## src/mss_pkg.sv

```systemverilog
// mss_pkg: constants and types for the memory select and volume switch block.
// Assumes one 100 MHz system clock and registers reached over APB.
package mss_pkg;

  // ***************************************************************
  // Timing
  // ***************************************************************
  localparam int unsigned CLK_HZ       = 100_000_000;
  localparam int unsigned CYC_PER_MS   = CLK_HZ / 1000;
  localparam int unsigned DEBOUNCE_MS  = 10;
  localparam int unsigned FADE_MS      = 8;
  localparam int unsigned TONE_MS      = 100;
  localparam real         HOLD_SHORT_S = 1.5;
  localparam real         HOLD_MID_S   = 3.5;
  localparam real         HOLD_LONG_S  = 5.5;
  localparam int unsigned MSS_DEBOUNCE_CYC = DEBOUNCE_MS * CYC_PER_MS;
  localparam int unsigned MSS_FADE_CYC     = FADE_MS * CYC_PER_MS;
  localparam int unsigned MSS_TONE_CYC     = TONE_MS * CYC_PER_MS;
  localparam int unsigned MSS_HOLD1_CYC = int'(HOLD_SHORT_S * CLK_HZ);
  localparam int unsigned MSS_HOLD2_CYC = int'(HOLD_MID_S * CLK_HZ);
  localparam int unsigned MSS_HOLD3_CYC = int'(HOLD_LONG_S * CLK_HZ);

  // ***************************************************************
  // Register map and fields
  // ***************************************************************
  localparam logic [7:0] CTRL_OFS   = 8'h00;
  localparam logic [7:0] LIMITS_OFS = 8'h04;
  localparam logic [7:0] VOLUME_OFS = 8'h08;
  localparam logic [7:0] STATUS_OFS = 8'h0c;
  localparam int CF_STATIC = 0;
  localparam int CF_LASTD  = 1;
  localparam int CF_POL1   = 2;
  localparam int CF_POL2   = 3;
  localparam int CF_CNT    = 4;
  localparam int CF_VSRC   = 7;
  localparam int CF_LOG    = 9;
  localparam int CF_ROCK   = 10;
  localparam int CF_TONE   = 11;
  localparam int CF_HOLD   = 12;
  localparam logic [31:0] CTRL_RST   = 32'h0000_0010;
  localparam logic [31:0] LIMITS_RST = 32'h0001_ff00;
  localparam logic [7:0]  VOLUME_RST = 8'h80;
  localparam logic [2:0]  MAX_MEMS   = 3'h6;
  localparam logic [2:0]  MEM_A      = 3'h0;
  localparam logic [2:0]  MEM_B      = 3'h1;

  // Volume source selection
  localparam logic [1:0] VSRC_SW     = 2'h0;
  localparam logic [1:0] VSRC_ANALOG = 2'h1;
  localparam logic [1:0] VSRC_DIGIT  = 2'h2;

  typedef enum logic [1:0] {FD_IDLE, FD_OUT, FD_TONE, FD_IN} mss_fade_e;

endpackage

```

## src/mss_debounce.sv

```systemverilog
// mss_debounce: synchroniser and debouncer for one switch pin.
// Assumes an asynchronous pin; invert is a static setting on clk_sys.
`timescale 1ns/1ps
module mss_debounce
  import mss_pkg::*;
#(
  parameter int unsigned CYC = MSS_DEBOUNCE_CYC
)
(
  // Clock and reset
  input  logic clk_sys,
  input  logic rst_n,
  // Pin side
  input  logic pin,
  input  logic invert,
  // Clean outputs
  output logic closed,
  output logic press
);

  logic        sync1_reg;
  logic        sync2_reg;
  logic        level;
  logic [31:0] cnt_reg;

  always_ff @(posedge clk_sys or negedge rst_n)
  begin
    if (!rst_n)
    begin
      sync1_reg <= 1'b0;
      sync2_reg <= 1'b0;
    end
    else
    begin
      sync1_reg <= pin;
      sync2_reg <= sync1_reg;
    end
  end

  assign level = sync2_reg ^ invert;

  always_ff @(posedge clk_sys or negedge rst_n)
  begin
    if (!rst_n)
    begin
      cnt_reg <= 32'h0;
      closed  <= 1'b0;
      press   <= 1'b0;
    end
    else
    begin
      press <= 1'b0;
      if (level == closed)
        cnt_reg <= 32'h0;
      else if (cnt_reg == 32'(CYC - 1))
      begin
        cnt_reg <= 32'h0;
        closed  <= level;
        press   <= level;
      end
      else
        cnt_reg <= cnt_reg + 32'h1;
    end
  end

endmodule

```

## src/mss_fader.sv

```systemverilog
// mss_fader: sequences a memory change through fade, tone and fade-in.
// Assumes target memory is a registered request on clk_sys.
`timescale 1ns/1ps
module mss_fader
  import mss_pkg::*;
#(
  parameter int unsigned FADE_CYC = MSS_FADE_CYC,
  parameter int unsigned TONE_CYC = MSS_TONE_CYC
)
(
  // Clock and reset
  input  logic       clk_sys,
  input  logic       rst_n,
  // Request
  input  logic [2:0] target,
  input  logic       tone_en,
  // Audio path control
  output logic [2:0] active,
  output logic       fade_out,
  output logic       fade_in,
  output logic       tone_on
);

  mss_fade_e   state_reg;
  mss_fade_e   state_next;
  logic [31:0] cnt_reg;
  logic        done;

  assign done = (state_reg == FD_TONE) ? (cnt_reg == 32'(TONE_CYC - 1))
                                       : (cnt_reg == 32'(FADE_CYC - 1));

  always_comb
  begin
    state_next = state_reg;
    case (state_reg)
      FD_IDLE: if (target != active) state_next = FD_OUT;
      FD_OUT:  if (done) state_next = tone_en ? FD_TONE : FD_IN;
      FD_TONE: if (done) state_next = FD_IN;
      default: if (done) state_next = FD_IDLE;
    endcase
  end

  always_ff @(posedge clk_sys or negedge rst_n)
  begin
    if (!rst_n)
    begin
      state_reg <= FD_IDLE;
      cnt_reg   <= 32'h0;
      active    <= MEM_A;
      fade_out  <= 1'b0;
      fade_in   <= 1'b0;
      tone_on   <= 1'b0;
    end
    else
    begin
      state_reg <= state_next;
      cnt_reg   <= (state_next != state_reg) ? 32'h0 : cnt_reg + 32'h1;
      if (state_next == FD_IN && state_reg != FD_IN)
        active <= target;
      fade_out <= (state_next == FD_OUT) || (state_next == FD_TONE);
      fade_in  <= (state_next == FD_IN);
      tone_on  <= (state_next == FD_TONE);
    end
  end

endmodule

```

## src/mss_top.sv

```systemverilog
// mss_top: memory select switches and external volume control.
// Assumes switch pins are asynchronous, pot_level comes from an ADC
// on clk_sys, and an APB master on clk_sys reaches the registers.
//
// Register access over APB and the address map were decided locally.
`timescale 1ns/1ps
module mss_top
  import mss_pkg::*;
#(
  parameter int unsigned DEBOUNCE_CYC = MSS_DEBOUNCE_CYC,
  parameter int unsigned FADE_CYC     = MSS_FADE_CYC,
  parameter int unsigned TONE_CYC     = MSS_TONE_CYC,
  parameter int unsigned HOLD1_CYC    = MSS_HOLD1_CYC,
  parameter int unsigned HOLD2_CYC    = MSS_HOLD2_CYC,
  parameter int unsigned HOLD3_CYC    = MSS_HOLD3_CYC
)
(
  // Clock and reset
  input  logic        clk_sys,
  input  logic        rst_n,
  // APB slave
  input  logic [7:0]  paddr,
  input  logic        psel,
  input  logic        penable,
  input  logic        pwrite,
  input  logic [31:0] pwdata,
  output logic [31:0] prdata,
  output logic        pready,
  output logic        pslverr,
  // Switch pins and potentiometer
  input  logic        select_switch_one,
  input  logic        select_switch_two,
  input  logic        volume_up_pin,
  input  logic        volume_down_pin,
  input  logic [7:0]  pot_level,
  // Audio path control
  output logic [2:0]  active_memory,
  output logic [7:0]  volume_gain,
  output logic        audio_fade_out,
  output logic        audio_fade_in,
  output logic        indicator_tone
);

  // ***************************************************************
  // Functions
  // ***************************************************************
  // Next memory in a cycle of n memories
  function automatic logic [2:0] mss_next(input logic [2:0] cur,
                                          input logic [2:0] n);
    logic [2:0] inc;
    inc = cur + 3'h1;
    return (inc >= n) ? MEM_A : inc;
  endfunction

  // Gain step with saturation
  function automatic logic [7:0] mss_step(input logic [7:0] g,
                                          input logic [7:0] st,
                                          input logic       up,
                                          input logic [7:0] lo,
                                          input logic [7:0] hi);
    logic [8:0] s;
    s = up ? ({1'b0, g} + {1'b0, st}) : ({1'b0, g} - {1'b0, st});
    if (up && (s > {1'b0, hi}))
      return hi;
    else if (!up && (s[8] || (s[7:0] < lo)))
      return lo;
    else
      return s[7:0];
  endfunction

  // ***************************************************************
  // Registers and settings
  // ***************************************************************
  logic [31:0] ctrl_reg;
  logic [31:0] limits_reg;
  logic [7:0]  vol_sw_reg;
  logic        static_mode;
  logic        last_ded;
  logic [2:0]  mem_raw;
  logic [2:0]  mem_cnt;
  logic [1:0]  vol_src;
  logic        taper_log;
  logic        rocker_mem;
  logic        tone_en;
  logic [1:0]  hold_sel;
  logic [7:0]  gain_min;
  logic [7:0]  gain_max;
  logic [7:0]  gain_stp;

  assign static_mode = ctrl_reg[CF_STATIC];
  assign last_ded    = ctrl_reg[CF_LASTD];
  assign mem_raw     = ctrl_reg[CF_CNT +: 3];
  assign vol_src     = ctrl_reg[CF_VSRC +: 2];
  assign taper_log   = ctrl_reg[CF_LOG];
  assign rocker_mem  = ctrl_reg[CF_ROCK];
  assign tone_en     = ctrl_reg[CF_TONE];
  assign hold_sel    = ctrl_reg[CF_HOLD +: 2];
  assign gain_min    = limits_reg[7:0];
  assign gain_max    = limits_reg[15:8];
  assign gain_stp    = limits_reg[23:16];

  // Memory A always counts, never more than six
  assign mem_cnt = (mem_raw == 3'h0) ? 3'h1 :
                   (mem_raw > MAX_MEMS) ? MAX_MEMS : mem_raw;

  // ***************************************************************
  // Switch inputs
  // ***************************************************************
  logic [3:0] pins;
  logic [3:0] inv;
  logic [3:0] closed;
  logic [3:0] press;

  assign pins = {volume_down_pin, volume_up_pin,
                 select_switch_two, select_switch_one};
  assign inv  = {2'b00, ctrl_reg[CF_POL2], ctrl_reg[CF_POL1]};

  genvar gi;
  generate
    for (gi = 0; gi < 4; gi++)
    begin : g_db
      mss_debounce #(.CYC(DEBOUNCE_CYC)) u_db
      (
        .clk_sys (clk_sys),
        .rst_n   (rst_n),
        .pin     (pins[gi]),
        .invert  (inv[gi]),
        .closed  (closed[gi]),
        .press   (press[gi])
      );
    end
  endgenerate

  // ***************************************************************
  // Hold before leaving the last memory
  // ***************************************************************
  logic [31:0] hold_reg;
  logic        sw2_prev_reg;
  logic        sw2_eff;
  logic [31:0] hold_load;

  assign hold_load = (hold_sel == 2'h1) ? 32'(HOLD1_CYC) :
                     (hold_sel == 2'h2) ? 32'(HOLD2_CYC) :
                                          32'(HOLD3_CYC);

  always_ff @(posedge clk_sys or negedge rst_n)
  begin
    if (!rst_n)
    begin
      hold_reg     <= 32'h0;
      sw2_prev_reg <= 1'b0;
    end
    else
    begin
      sw2_prev_reg <= closed[1];
      if (closed[1] || !last_ded)
        hold_reg <= 32'h0;
      else if (sw2_prev_reg && hold_sel != 2'h0)
        hold_reg <= hold_load;
      else if (hold_reg != 32'h0)
        hold_reg <= hold_reg - 32'h1;
    end
  end

  // Previous-cycle term bridges the edge before the hold count loads
  assign sw2_eff = closed[1] || (hold_reg != 32'h0) ||
                   (sw2_prev_reg && hold_sel != 2'h0);

  // ***************************************************************
  // Memory selection
  // ***************************************************************
  logic [2:0] sel_reg;
  logic [2:0] saved_reg;
  logic       in_last_reg;
  logic [2:0] last_mem;
  logic [2:0] cyc_len;
  logic [2:0] static_sel;
  logic       adv;

  assign last_mem = mem_cnt - 3'h1;
  assign cyc_len  = (last_ded && mem_cnt > 3'h1) ? last_mem
                                                 : mem_cnt;
  assign adv = press[0] ||
               (rocker_mem && vol_src == VSRC_DIGIT && press[3]);

  always_comb
  begin
    if (last_ded)
    begin
      if (sw2_eff)
        static_sel = last_mem;
      else if (closed[0] && mem_cnt > MEM_B)
        static_sel = MEM_B;
      else
        static_sel = MEM_A;
    end
    else
    begin
      static_sel = {1'b0, closed[1], closed[0]};
      if (static_sel >= mem_cnt)
        static_sel = MEM_A;
    end
  end

  always_ff @(posedge clk_sys or negedge rst_n)
  begin
    if (!rst_n)
    begin
      sel_reg     <= MEM_A;
      saved_reg   <= MEM_A;
      in_last_reg <= 1'b0;
    end
    else if (static_mode)
    begin
      sel_reg     <= static_sel;
      in_last_reg <= 1'b0;
    end
    else if (last_ded && sw2_eff)
    begin
      if (!in_last_reg)
      begin
        saved_reg   <= sel_reg;
        in_last_reg <= 1'b1;
      end
      sel_reg <= last_mem;
    end
    else if (in_last_reg)
    begin
      sel_reg     <= saved_reg;
      in_last_reg <= 1'b0;
    end
    else if (sel_reg >= cyc_len)
      sel_reg <= MEM_A;
    else if (adv)
      sel_reg <= mss_next(sel_reg, cyc_len);
  end

  mss_fader #(.FADE_CYC(FADE_CYC), .TONE_CYC(TONE_CYC)) u_fader
  (
    .clk_sys  (clk_sys),
    .rst_n    (rst_n),
    .target   (sel_reg),
    .tone_en  (tone_en),
    .active   (active_memory),
    .fade_out (audio_fade_out),
    .fade_in  (audio_fade_in),
    .tone_on  (indicator_tone)
  );

  // ***************************************************************
  // Volume
  // ***************************************************************
  logic [7:0]  span;
  logic [15:0] pot_sq;
  logic [7:0]  pot_t;
  logic [15:0] scaled;
  logic        vol_wr;

  assign span   = (gain_max > gain_min) ? gain_max - gain_min : 8'h0;
  assign pot_sq = pot_level * pot_level;
  assign pot_t  = taper_log ? pot_sq[15:8] : pot_level;
  assign scaled = pot_t * span;

  always_ff @(posedge clk_sys or negedge rst_n)
  begin
    if (!rst_n)
      volume_gain <= VOLUME_RST;
    else if (vol_src == VSRC_ANALOG)
      volume_gain <= gain_min + scaled[15:8];
    else if (vol_src != VSRC_DIGIT)
      volume_gain <= vol_sw_reg;
    else if (vol_wr)
      volume_gain <= pwdata[7:0];
    else if (press[2])
      volume_gain <= mss_step(volume_gain, gain_stp, 1'b1,
                              gain_min, gain_max);
    else if (press[3] && !rocker_mem)
      volume_gain <= mss_step(volume_gain, gain_stp, 1'b0,
                              gain_min, gain_max);
  end

  // ***************************************************************
  // APB slave
  // ***************************************************************
  logic        acc;
  logic        setup;
  logic [31:0] rd;
  logic        hit;

  assign setup  = psel && !penable;
  assign acc    = psel && penable && pready;
  assign vol_wr = acc && pwrite && (paddr == VOLUME_OFS);

  always_comb
  begin
    rd  = 32'h0;
    hit = 1'b1;
    if (paddr == CTRL_OFS)
      rd = ctrl_reg;
    else if (paddr == LIMITS_OFS)
      rd = limits_reg;
    else if (paddr == VOLUME_OFS)
      rd = {24'h0, vol_sw_reg};
    else if (paddr == STATUS_OFS)
      rd = {8'h0, volume_gain, 4'h0, (hold_reg != 32'h0), closed[1],
            closed[0], audio_fade_out | audio_fade_in, 1'b0, sel_reg,
            1'b0, active_memory};
    else
      hit = 1'b0;
  end

  always_ff @(posedge clk_sys or negedge rst_n)
  begin
    if (!rst_n)
    begin
      pready  <= 1'b0;
      pslverr <= 1'b0;
      prdata  <= 32'h0;
    end
    else
    begin
      pready  <= setup;
      pslverr <= setup && !hit;
      prdata  <= (setup && !pwrite) ? rd : 32'h0;
    end
  end

  always_ff @(posedge clk_sys or negedge rst_n)
  begin
    if (!rst_n)
    begin
      ctrl_reg   <= CTRL_RST;
      limits_reg <= LIMITS_RST;
      vol_sw_reg <= VOLUME_RST;
    end
    else if (acc && pwrite)
    begin
      if (paddr == CTRL_OFS)
        ctrl_reg <= {18'h0, pwdata[13:0]};
      else if (paddr == LIMITS_OFS)
        limits_reg <= {8'h0, pwdata[23:0]};
      else if (paddr == VOLUME_OFS)
        vol_sw_reg <= pwdata[7:0];
    end
  end

endmodule

```

## config.mk

```make
export PLATFORM = sky130hd
export DESIGN_NAME = mss_top
export DESIGN_NICKNAME = d
export VERILOG_FILES = /design/src/mss_pkg.sv /design/src/mss_debounce.sv /design/src/mss_fader.sv /design/src/mss_top.sv
export SDC_FILE = /design/constraint.sdc
export NUM_CORES = 1
export LEC_CHECK = 0
export BUFFER_PORTS_ARGS = -buffer_cell sky130_fd_sc_hd__buf_2
export CAP_MARGIN = 20
export CORE_MARGIN = 2
export CORE_UTILIZATION = 60
export DETAILED_ROUTE_END_ITERATION = 7
export GPL_ROUTABILITY_DRIVEN = 0
export PLACE_DENSITY = 0.8
export SKIP_CTS_REPAIR_TIMING = 1
export SLEW_MARGIN = 5
export SYNTH_ARGS = -nofsm -noshare
export SYNTH_HDL_FRONTEND = slang
export SYNTH_SLANG_ARGS = --single-unit
```

## constraint.sdc

```tcl
create_clock -name clk_sys -period 16.7 [get_ports clk_sys]
set_input_delay 0.835 -clock clk_sys [delete_from_list [all_inputs] [get_ports clk_sys]]
set_output_delay 0.835 -clock clk_sys [all_outputs]
set_load 0.02 [all_outputs]
```

* After elaboration in Yosys (flattened, before gate mapping)
Index checks and enable logic that the tools add are counted.
Widths: inputs -> output; s select.
** Cells by class
- Eq/ne operators :: 26
- Order comparisons :: 8
- Reduce and logical (&&, ||, !) cells :: 42
- Bitwise operators :: 11
- Multipliers :: 2
- Add/sub/neg operators :: 12
- Mux-type cells :: 60
** Operators with widths (number)
- $mux 32 :: 13
- $add 32x1->32 const B :: 5
- $eq 32x20->1 const B :: 5
- $mux 24 :: 4
- $mux 8 :: 9
- $mux 30 :: 2
- $mux 3 :: 11
- $eq 32x24->1 const B :: 1
- $mul 8x8->16 :: 2
- $reduce_bool 32->1 :: 1
- $sub 32x1->32 const B :: 1
- $eq 8x4->1 const B :: 2
- $logic_and 1x1->1 :: 15
- $mux 1 :: 15
- $eq 2x2->1 const B :: 5
- $mux 2 :: 5
- $reduce_and 2->1 :: 5
- $reduce_bool 5->1 :: 2
- $add 8x8->9 :: 1
- $gt 9x8->1 :: 1
- $sub 8x8->9 :: 1
- $add 8x8->8 :: 1
- $eq 2x1->1 const B :: 4
- $eq 8x3->1 const B :: 1
- 26 further kinds :: 49
** Storage, ports and cells
- Input port bits :: 57
- Bits in registers :: 311
- Output and inout port bits :: 48

* Logic depth before layout (Yosys ltp)
Gate-level depths: netlist of the first run.
- Depth after elaboration :: 13
- Depth in mapped cells :: 43

* By module
From an unflattened synthesis of the first run, not the netlist that was laid out.
** Second synthesis, totals
- Cells, all modules :: 2284
- Area total of the unflattened synthesis :: 21590.7 um2
** Modules (own cells, without submodules)
- mss_top :: area an instance 11170.7 um2, cells an instance 1269, times used 1
- mss_debounce :: area an instance 2060.7 um2, cells an instance 203, times used 4
- mss_fader :: area an instance 2177.1 um2, cells an instance 203, times used 1

* Worst setup path after synthesis of the first run
No wires, ideal clock.
- Path type :: input to register
- From :: input pot_level[1]
- To :: register volume_gain[6]
- Buffers on the path :: 2
- Stages :: 39
- Required time :: 16580 ps
- Setup slack :: 6272 ps
- Library setup time :: 120 ps
- Arrival time :: 10308 ps
- Cell sequence :: clkbuf_1 and2_1 ha_1 a31o_2 fa_1 inv_1 fa_1 fa_1 inv_1 ha_1 a21boi_1 o31ai_2 a21boi_2 o31a_1 o21a_1 clkbuf_1 nor3_1 or3_1 (+3 left out) inv_1 fa_1 inv_1 ha_1 inv_1 or3_1 o41ai_2 a21oi_1 xnor2_1 ha_1 a21o_1 a21oi_1 o21bai_1 a21oi_1 xor2_1 o21ai_0 a221o_1 a31o_2
** On the way
- Word-level cells in the longest chain between the ends :: 5
** RTL lines
- from (decl) :: RTL line mss_top.sv:35 : input logic [7:0] pot_level,
- $mul 8x8->16 :: RTL line mss_top.sv:260 : assign pot_sq = pot_level * pot_level;
- $mux 8 * :: RTL line mss_top.sv:261 : assign pot_t = taper_log ? pot_sq[15:8] : pot_level;
- $mul 8x8->16 * :: RTL line mss_top.sv:262 : assign scaled = pot_t * span;
- $add 8x8->8 * :: RTL line mss_top.sv:269 : volume_gain <= gain_min + scaled[15:8];
- $mux 8 * :: RTL line mss_top.sv:268 : else if (vol_src == VSRC_ANALOG)
- to (signal assigned) :: RTL line mss_top.sv:269
- to (signal assigned) :: RTL line mss_top.sv:271 : volume_gain <= vol_sw_reg;
- to (signal assigned) :: RTL line mss_top.sv:273 : volume_gain <= pwdata[7:0];
- to (decl) :: RTL line mss_top.sv:38 : output logic [7:0] volume_gain,
Every way passes the cells marked *; elsewhere a longest branch is shown, timed or not.
A chain may end at the register's enable or synchronous reset.

* Final worst setup path of the first run
- From :: input pot_level[5]
- To :: register volume_gain[6]
Same word-level chain as after synthesis.

==> parameters.txt, run 1 <==
Parameter                              Value

Global routing
  GRT Resource Usage Total ... 0.264
  Global-route wire length before repair ... 77.3 mm
  Total gr overflow ... 0
  Pin count of the biggest net entering global routing ... 107
  Vias in the first global route ... 16149
  Antenna violations before repair ... 7

Critical path
  FF-to-FF Start ... limits_reg[5]$_DFFE_PN0P_
  Delay of the slowest critical-path stage ... 0.68 ns
  Depth of the most critical reg-to-reg path ... 28
  Reg-to-reg setup timing slack ... 8.15 ns
  Endpoint of the lowest-slack register-to-register path ... volume_gain[6]$_DFFE_PN0P_
  Arrival time at the worst endpoint ... 11.41 ns
  Type of the setup path with the least slack ... primary input to register
  Crit path launch type ... primary input
  Cell with the largest stage delay on the worst path ... sky130_fd_sc_hd__a2bb2oi_1
  Maximum net fanout on the critical path ... 9
  Data required, critical path ... 17.15 ns
  Cell repeated most along the worst path ... sky130_fd_sc_hd__fa_1
  Crit path capture type ... register

Logic synthesis
  Leading cell types by total area after synthesis ... sky130_fd_sc_hd__dfrtp_1 (36%), sky130_fd_sc_hd__ha_1 (8.1%), sky130_fd_sc_hd__fa_1 (6.2%)
  Count leader, synth ... sky130_fd_sc_hd__nor2_1
  Most instantiated flip-flop cell in the synthesis netlist ... sky130_fd_sc_hd__dfrtp_1
  Top cells by count, synth ... sky130_fd_sc_hd__nor2_1 (300), sky130_fd_sc_hd__dfrtp_1 (291), sky130_fd_sc_hd__nand2_1 (169)
  Synth async-reset ratio ... 1.00
  Number of warnings reported in the yosys synthesis log ... 0
  Sequential-to-total area share from yosys stat ... 0.377
  Yosys reg bits ... 303
  Count of flip-flops with a built-in enable after synthesis ... 0
  Area share of the largest cell type after synthesis ... 0.361
  Unique cell type count in the Yosys netlist ... 88
  Number of cells produced by synthesis ... 2168
  Largest area contributor in the netlist ... sky130_fd_sc_hd__dfrtp_1
  Per-instance average area after synthesis ... 9.30 µm²
  Area of the mapped netlist ... 20200 µm²

Timing
  Worst max-slew margin expressed relative to the limit ... 0.260
  Post-route clock skew ... 0.0242 ns
  Top achievable clock speed ... 0.0912 GHz
  Count of final max-slew check failures ... 0
  RSZ-0062 raised after global routing ... no
  Final count of negative-setup-slack endpoints ... 0
  Pin slew with the least headroom to its limit ... 1.11 ns
  Period utilisation layout ... 0.656
  Final hold violation count ... 0
  Setup TNS after final layout ... 0 ns
  Final critical-path required period ... 10.96 ns

Drt
  1st-pass router iterations ... 5
  Count of routing violations after the opening detailed-route iteration ... 1272
  Number of vias after detailed routing ... 15859
  Per-cell routed wire length ... 17.0 µm
  Residual DRC count ... 0
  Detailed-route vias per instance ... 5.87
  Wire length reported by the detailed router ... 45.8 mm
  Count of nets left with antenna violations after detail routing ... 0

Power and ir drop
  Worst voltage drop across the vdd grid ... 0.0725 mV
  Internal cell power ... 1.34 mW
  Part of the total power dissipated in combinational logic ... 0.127
  Portion of total power attributed to sequential cells ... 0.429
  Clock group share of total power ... 0.444
  Psw ... 450 µW
  Fraction of power spent switching nets ... 0.252
  Total power ... 1.79 mW
  Power Dens Cells ... 80.7 nW/µm²
  Leakage power summed over all cells ... 10.4 nW

Run
  Maximum capacitance violations ... 0

Placed design
  Port-buffer cells ... 88
  HPWL after detailed placement ... 33.3 mm

Layout
  Ratio of cells with drive above 1 in the final layout ... 0.117
  Flip-flop count of the largest register, all copies and words added ... 128
  Layout fillers ... 2587
  Final #Nets ... 2477
  Area Growth Syn to Fin ... 9.99%

Floorplanning
  Horizontal die dimension ... 187 µm
  Die Span Y ... 187 µm
  Initial cell density of the core ... 0.606
  Number of placed I/O pins ... 105
  Placeable Area ... 33300 µm²
  Area enclosed by the die boundary ... 35100 µm²
  Rows ... 67

CTS
  Sinks on the clock net ... 303
  H-tree Lvls ... 1
  Clock buffer count from CTS ... 31
  Root Buffer ... sky130_fd_sc_hd__clkbuf_16
  Maximum buffer depth of the clock tree ... 3
  Clock transition at the registers of the reported paths ... 0.06 ns
  CTS tree ... yes
  Insertion delay of the later-clocked pin in the worst-skew pair ... 0.58 ns

Status
  Outcome ... completed

Worst hold path
  Type of the worst min-delay path ... primary input to asynchronous set/reset pin
cells by family (layout without fill, tap and decap cells):
group,after synthesis,in the layout,share of synthesized area
xor+xnor,205,205,0.0891
flops,303,303,0.377
buf+inv,227,304,0.0447
other cells,1,11,0.000186
fa+ha+maj,193,193,0.143
simple gates,886,886,0.216
compound gates,292,292,0.0970
mux,61,61,0.0333
cell usage in the layout (no fill, tap or decap), drive strengths merged, types with 85 or more instances in the layout:
master / n
a21oi: 91
buf: 94
dfrtp: 291
ha: 131
inv: 154
nand2: 170
nand3: 85
nor2: 301
xnor2: 89
xor2: 116
cell type report:
class | instances | area (µm²) | area share
Tap cell | 448 | 561 | 0.0253
Inverter | 152 | 571 | 0.0257
Clock inverter | 15 | 269 | 0.0121
Antenna cell | 3 | 7.51 | 0.000339
Sequential cell | 303 | 7600 | 0.343
Timing Repair Buffer | 94 | 536 | 0.0242
Multi-Input combinational cell | 1645 | 11700 | 0.528
Clock buffer | 43 | 931 | 0.0420
worst max-delay path by stage:
stage               slack, ns         start  depth (start not counted)                         end
detailed placement       5.24  pot_level[5]                         38  volume_gain[6]$_DFFE_PN0P_
CTS                      5.79  pot_level[5]                         38  volume_gain[6]$_DFFE_PN0P_
global placement         5.54  pot_level[5]                         38  volume_gain[6]$_DFFE_PN0P_
global route             5.17  pot_level[5]                         38  volume_gain[6]$_DFFE_PN0P_
floorplan                6.27  pot_level[1]                         39  volume_gain[6]$_DFFE_PN0P_
finish                   5.74  pot_level[5]                         38  volume_gain[6]$_DFFE_PN0P_
critical path: cells and delay by family:
family,cells,cell delay [ns]
xor+xnor,2,0.38
compound gates,14,3.50
simple gates,4,0.95
buf+inv,7,0.61
fa+ha+maj,11,5.11
power by group through the flow:
stage,clock network [mW],logic (mW),registers (mW)
2_1_floorplan,0,0.166,0.775
3_3_place_gp,0,0.216,0.778
3_5_place_dp,0,0.227,0.779
4_1_cts,0.803,0.229,0.766
5_1_grt,0.833,0.263,0.768
6_report,0.794,0.228,0.767
per-layer routing:
layer	track usage	wire, µm	up-vias
met5	0	55	-
met4	0.101	1580	8
met3	0.0435	2480	103
met2	0.442	22100	427
met1	0.346	19600	7790
li1	-	-	7531
metrics by stage:
stage               hold slack [ns]  cell area (µm²)  worst slack, ns  cells   util
floorplan                     0.331            20200             6.27   2175      -
global placement              0.338            20900             5.54   2640  0.628
detailed placement            0.339            20900             5.24   2641  0.629
CTS                           0.325            22100             5.79   2699  0.665
global route                  0.331            22200             5.17   2701  0.666
finish                        0.274            22200             5.74   2703  0.666
(Power assumes the default switching activity.)
==> run 2: changes to the inputs <==
clock period = 10.22 ns   (was 16.7 ns; I/O delays follow)
==> run 2 against run 1 <==
Clock skew grew 0.0093 ns. Sequential power up 63%. Setup slack worse by 5.4 ns. Cell count increased by 1.1%. First-iteration DRC count is 5.7% lower.
==> parameters.txt, run 2 (synthesis gave the netlist of run 1 again) <==
Parameter                              Value

Status
  Outcome ... completed

Run
  Maximum capacitance violations ... 0

Global routing
  Antenna violations before repair ... 8
  Global-route wire length before repair ... 79.0 mm
  Vias in the first global route ... 16058
  GRT Resource Usage Total ... 0.270
  Pin count of the biggest net entering global routing ... 175
  Total gr overflow ... 0

Critical path
  Cell repeated most along the worst path ... sky130_fd_sc_hd__fa_1
  Cell with the largest stage delay on the worst path ... sky130_fd_sc_hd__fa_1
  Data required, critical path ... 10.59 ns
  Maximum net fanout on the critical path ... 5
  Crit path capture type ... register
  Delay of the slowest critical-path stage ... 0.53 ns
  Crit path launch type ... primary input
  Type of the setup path with the least slack ... primary input to register
  Arrival time at the worst endpoint ... 10.23 ns

Floorplanning
  Placeable Area ... 33300 µm²
  Rows ... 67
  Number of placed I/O pins ... 105
  Die Span Y ... 187 µm
  Area enclosed by the die boundary ... 35100 µm²
  Horizontal die dimension ... 187 µm
  Initial cell density of the core ... 0.606

Power and ir drop
  Worst voltage drop across the vdd grid ... 0.158 mV
  Leakage power summed over all cells ... 10.6 nW
  Power Dens Cells ... 131 nW/µm²

CTS
  H-tree Lvls ... 2
  Clock transition at the registers of the reported paths ... 0.06 ns
  Root Buffer ... sky130_fd_sc_hd__clkbuf_16
  Clock buffer count from CTS ... 34
  Sinks on the clock net ... 303
  Insertion delay of the later-clocked pin in the worst-skew pair ... 0.53 ns
  Maximum buffer depth of the clock tree ... 3
  CTS tree ... yes

Timing
  Final count of negative-setup-slack endpoints ... 0
  Final critical-path required period ... 9.86 ns
  Period utilisation layout ... 0.965
  Count of final max-slew check failures ... 0
  Top achievable clock speed ... 0.101 GHz
  Post-route clock skew ... 0.0335 ns
  Pin slew with the least headroom to its limit ... 1.03 ns
  Worst max-slew margin expressed relative to the limit ... 0.313
  Setup TNS after final layout ... 0 ns
  Final hold violation count ... 0

Drt
  Count of routing violations after the opening detailed-route iteration ... 1199
  Number of vias after detailed routing ... 16123
  Detailed-route vias per instance ... 5.90
  Wire length reported by the detailed router ... 46.9 mm
  Per-cell routed wire length ... 17.2 µm
  Residual DRC count ... 0
  1st-pass router iterations ... 5
  Count of nets left with antenna violations after detail routing ... 0

Layout
  Area Growth Syn to Fin ... 11.6%
  Final #Nets ... 2506
  Multi-input combinational cell area ... 11800 µm²
  Area occupied by registers ... 7600 µm²
  Layout fillers ... 2535
  Most frequent cells in the layout ... sky130_fd_sc_hd__nor2_1 (297), sky130_fd_sc_hd__dfrtp_1 (291), sky130_fd_sc_hd__nand2_1 (168)
  Ratio of cells with drive above 1 in the final layout ... 0.137
  Design area ... 22500 µm²
  Flip-flop count of the largest register, all copies and words added ... 128
  Most frequent standard cell in the layout excluding fill and tap cells ... sky130_fd_sc_hd__nor2_1

Placed design
  HPWL after detailed placement ... 34.0 mm
  Port-buffer cells ... 88
  Cell area reported after detailed placement ... 21100 µm²

Worst hold path
  Type of the worst min-delay path ... primary input to asynchronous set/reset pin
run 2: cell types whose count changed in the layout (fill, tap and decap cells not counted), sizes merged:
cell	delta
buf	+26
diode	+2
clkinvlp	+4
clkinv	+4
clkbuf	-2
bufinv	-3
run 2: worst paths after layout:
check / startpoint / to / slack, ns / cells past startpoint
worst max-delay path: pot_level[2] / volume_gain[5]$_DFFE_PN0P_ / 0.36 / 42
worst min-delay path: rst_n / g_db[3].u_db.cnt_reg[19]$_DFF_PN0_ / 0.09 / 1
worst max register to register: limits_reg[8]$_DFFE_PN1P_ / volume_gain[5]$_DFFE_PN0P_ / 1.78 / 30
worst min register to register: g_db[2].u_db.sync1_reg$_DFF_PN0_ / g_db[2].u_db.sync2_reg$_DFF_PN0_ / 0.35 / 0
max in group asynchronous: rst_n / ctrl_reg[9]$_DFFE_PN0P_ / 8.61 / 2
min in group clk_sys: volume_down_pin / g_db[3].u_db.sync1_reg$_DFF_PN0_ / 0.09 / 1
run 2: worst max-delay path: cells and delay by family:
| kind | cells | cell delay, ns |
|---|---|---|
| xor+xnor | 2 | 0.39 |
| buf+inv | 8 | 0.89 |
| fa+ha+maj | 11 | 4.24 |
| simple gates | 5 | 1.15 |
| compound gates | 16 | 3.03 |
run 2: per-layer routing:
layer,routed length [µm],GRT usage,vias up
li1,-,-,7616
met1,19800,0.353,7932
met5,41,0,-
met2,22900,0.453,447
met4,1640,0.0949,6
met3,2560,0.0492,122
run 2: stage by stage:
stage               hold WS, ns   util  instances  power [mW]  worst slack [ns]
floorplan                 0.215      -       2175        1.54             0.116
global placement          0.332  0.633       2660        1.64           -0.0252
detailed placement        0.335  0.634       2661        1.66            -0.157
CTS                      0.0816  0.669       2722        2.92             0.316
global route             0.0873  0.676       2732        3.06           -0.0329
finish                   0.0919  0.676       2734        2.94             0.359
run 2: cell type report:
type                       instances  share of cell area
timing repair buffer             120              0.0325
multi-input combinational       1645               0.527
sequential                       303               0.338
inverter                         152              0.0254
tap                              448              0.0249
clock buffer                      41              0.0412
clock inverter                    20              0.0108
antenna                            5            0.000556
run 2: where the power goes:
part           internal (mW)  total, mW  switching [mW]
Sequential              1.22       1.25          0.0284
Clock                  0.756       1.27           0.512
Combinational          0.181      0.423           0.242
==> run 3: changes to the inputs <==
BUFFER_PORTS_ARGS = -buffer_cell sky130_fd_sc_hd__buf_4   (was -buffer_cell sky130_fd_sc_hd__buf_2)
==> run 3 against run 2 <==
Flip-flop and latch count did not move. Die area did not move. Non-clock buffer count fell by 4. Clock skew fell by 0.021 ns. Critical path depth fell by 1. Worst hold slack got worse by 0.069 ns. First-iteration DRC count fell by 16%. Via count fell by 0.43%. Power fell by 1.1%. Cell area rose by 0.14%.
==> parameters.txt, run 3 (synthesis gave the netlist of run 1 again) <==
Parameter                              Value

Drt
  Detailed-route vias per instance ... 5.90
  Wire length reported by the detailed router ... 47.1 mm
  Per-cell routed wire length ... 17.3 µm
  Count of routing violations after the opening detailed-route iteration ... 1005
  1st-pass router iterations ... 6
  Number of vias after detailed routing ... 16054
  Count of nets left with antenna violations after detail routing ... 0
  Residual DRC count ... 0

Run
  Maximum capacitance violations ... 0

Layout
  Ratio of cells with drive above 1 in the final layout ... 0.126
  Multi-input combinational cell area ... 11700 µm²
  Layout fillers ... 2513
  Final Non-Filler Cells ... 2723
  Area Growth Syn to Fin ... 11.7%
  Area occupied by registers ... 7600 µm²
  Flip-flop count of the largest register, all copies and words added ... 128
  Most frequent standard cell in the layout excluding fill and tap cells ... sky130_fd_sc_hd__nor2_1
  Most frequent cells in the layout ... sky130_fd_sc_hd__nor2_1 (300), sky130_fd_sc_hd__dfrtp_1 (291), sky130_fd_sc_hd__nand2_1 (169)
  Final #Nets ... 2499

CTS
  H-tree Lvls ... 1
  Clock buffer count from CTS ... 31
  Sinks on the clock net ... 303
  Insertion delay of the later-clocked pin in the worst-skew pair ... 0.59 ns
  CTS tree ... yes
  Clock transition at the registers of the reported paths ... 0.07 ns
  Root Buffer ... sky130_fd_sc_hd__clkbuf_16
  Maximum buffer depth of the clock tree ... 3

Timing
  Final count of negative-setup-slack endpoints ... 0
  Setup TNS after final layout ... 0 ns
  Count of final max-slew check failures ... 0
  Final hold violation count ... 0
  Post-route clock skew ... 0.0122 ns
  Worst max-slew margin expressed relative to the limit ... 0.311
  Top achievable clock speed ... 0.103 GHz
  Period utilisation layout ... 0.952
  Pin slew with the least headroom to its limit ... 1.03 ns
  Final critical-path required period ... 9.73 ns

Global routing
  Global-route wire length before repair ... 79.6 mm
  GRT Resource Usage Total ... 0.273
  Vias in the first global route ... 16248
  Pin count of the biggest net entering global routing ... 102
  Total gr overflow ... 0
  Antenna violations before repair ... 0

Worst hold path
  Type of the worst min-delay path ... primary input to register

Placed design
  Number of placed instances with taps included ... 2662
  Port-buffer cells ... 88
  HPWL after detailed placement ... 34.1 mm

Critical path
  Crit path launch type ... primary input
  Cell repeated most along the worst path ... sky130_fd_sc_hd__fa_1
  Maximum net fanout on the critical path ... 5
  Data required, critical path ... 10.70 ns
  Type of the setup path with the least slack ... primary input to register
  Cell with the largest stage delay on the worst path ... sky130_fd_sc_hd__fa_1
  Crit path capture type ... register
  Delay of the slowest critical-path stage ... 0.55 ns
  Arrival time at the worst endpoint ... 10.21 ns

Floorplanning
  Placeable Area ... 33300 µm²
  Initial cell density of the core ... 0.606
  Number of placed I/O pins ... 105
  Die Span Y ... 187 µm
  Horizontal die dimension ... 187 µm
  Rows ... 67
  Area enclosed by the die boundary ... 35100 µm²

Power and ir drop
  Power Dens Cells ... 129 nW/µm²
  Leakage power summed over all cells ... 10.6 nW
  Worst voltage drop across the vdd grid ... 0.168 mV
  Total power ... 2.91 mW

Status
  Outcome ... completed
-- run 3: final timing paths --
check                      slack (ns)                              from                                 to  depth (start not counted)
min reg2reg                      0.35  g_db[3].u_db.sync1_reg$_DFF_PN0_   g_db[3].u_db.sync2_reg$_DFF_PN0_                          0
min                              0.02                     volume_up_pin   g_db[2].u_db.sync1_reg$_DFF_PN0_                          1
max in group asynchronous        8.17                             rst_n               prdata[15]$_DFF_PN0_                          3
min in group asynchronous        0.51                             rst_n  g_db[1].u_db.cnt_reg[5]$_DFF_PN0_                          2
max reg2reg                      1.76         limits_reg[8]$_DFFE_PN1P_         volume_gain[6]$_DFFE_PN0P_                         29
max                              0.49                      pot_level[0]         volume_gain[6]$_DFFE_PN0P_                         41
-- run 3: metrics by stage --
stage	area, µm²	setup WS [ns]	hold slack, ns	util
global route	22500	-0.118	0.0112	0.677
global placement	21300	-0.0198	0.334	0.639
detailed placement	21300	-0.0799	0.335	0.640
floorplan	20200	0.116	0.215	-
finish	22500	0.491	0.0227	0.677
CTS	22500	0.489	-0.0264	0.675
-- run 3: layout make-up --
type | count | area share
Inverter | 152 | 0.0253
Tap cell | 448 | 0.0249
Clock buffer | 41 | 0.0397
Clock inverter | 17 | 0.0117
Timing Repair Buffer | 116 | 0.0403
Antenna cell | 1 | 0.000111
Multi-Input combinational cell | 1645 | 0.521
Sequential cell | 303 | 0.337
-- run 3: worst max-delay path, delay by kind of cell --
family / cells / cell delay (ns)
simple gates: 5 / 0.50
fa+ha+maj: 11 / 4.72
compound gates: 17 / 3.68
xor+xnor: 2 / 0.31
buf+inv: 6 / 0.49
-- run 3: per-layer routing --
layer,routed length [µm],global-route usage,part of all wire,vias to the layer above
met4,1930,0.125,0.041,0
li1,-,-,-,7586
met1,19900,0.354,0.42,7859
met2,22700,0.450,0.48,473
met3,2680,0.0465,0.057,136
met5,0,0,0,-
-- run 3: power by group --
group	internal (mW)	leakage (nW)	switching, mW
Sequential	1.22	4.13	0.0278
Combinational	0.164	5.86	0.226
Clock	0.769	0.575	0.501
Total	2.16	10.6	0.755
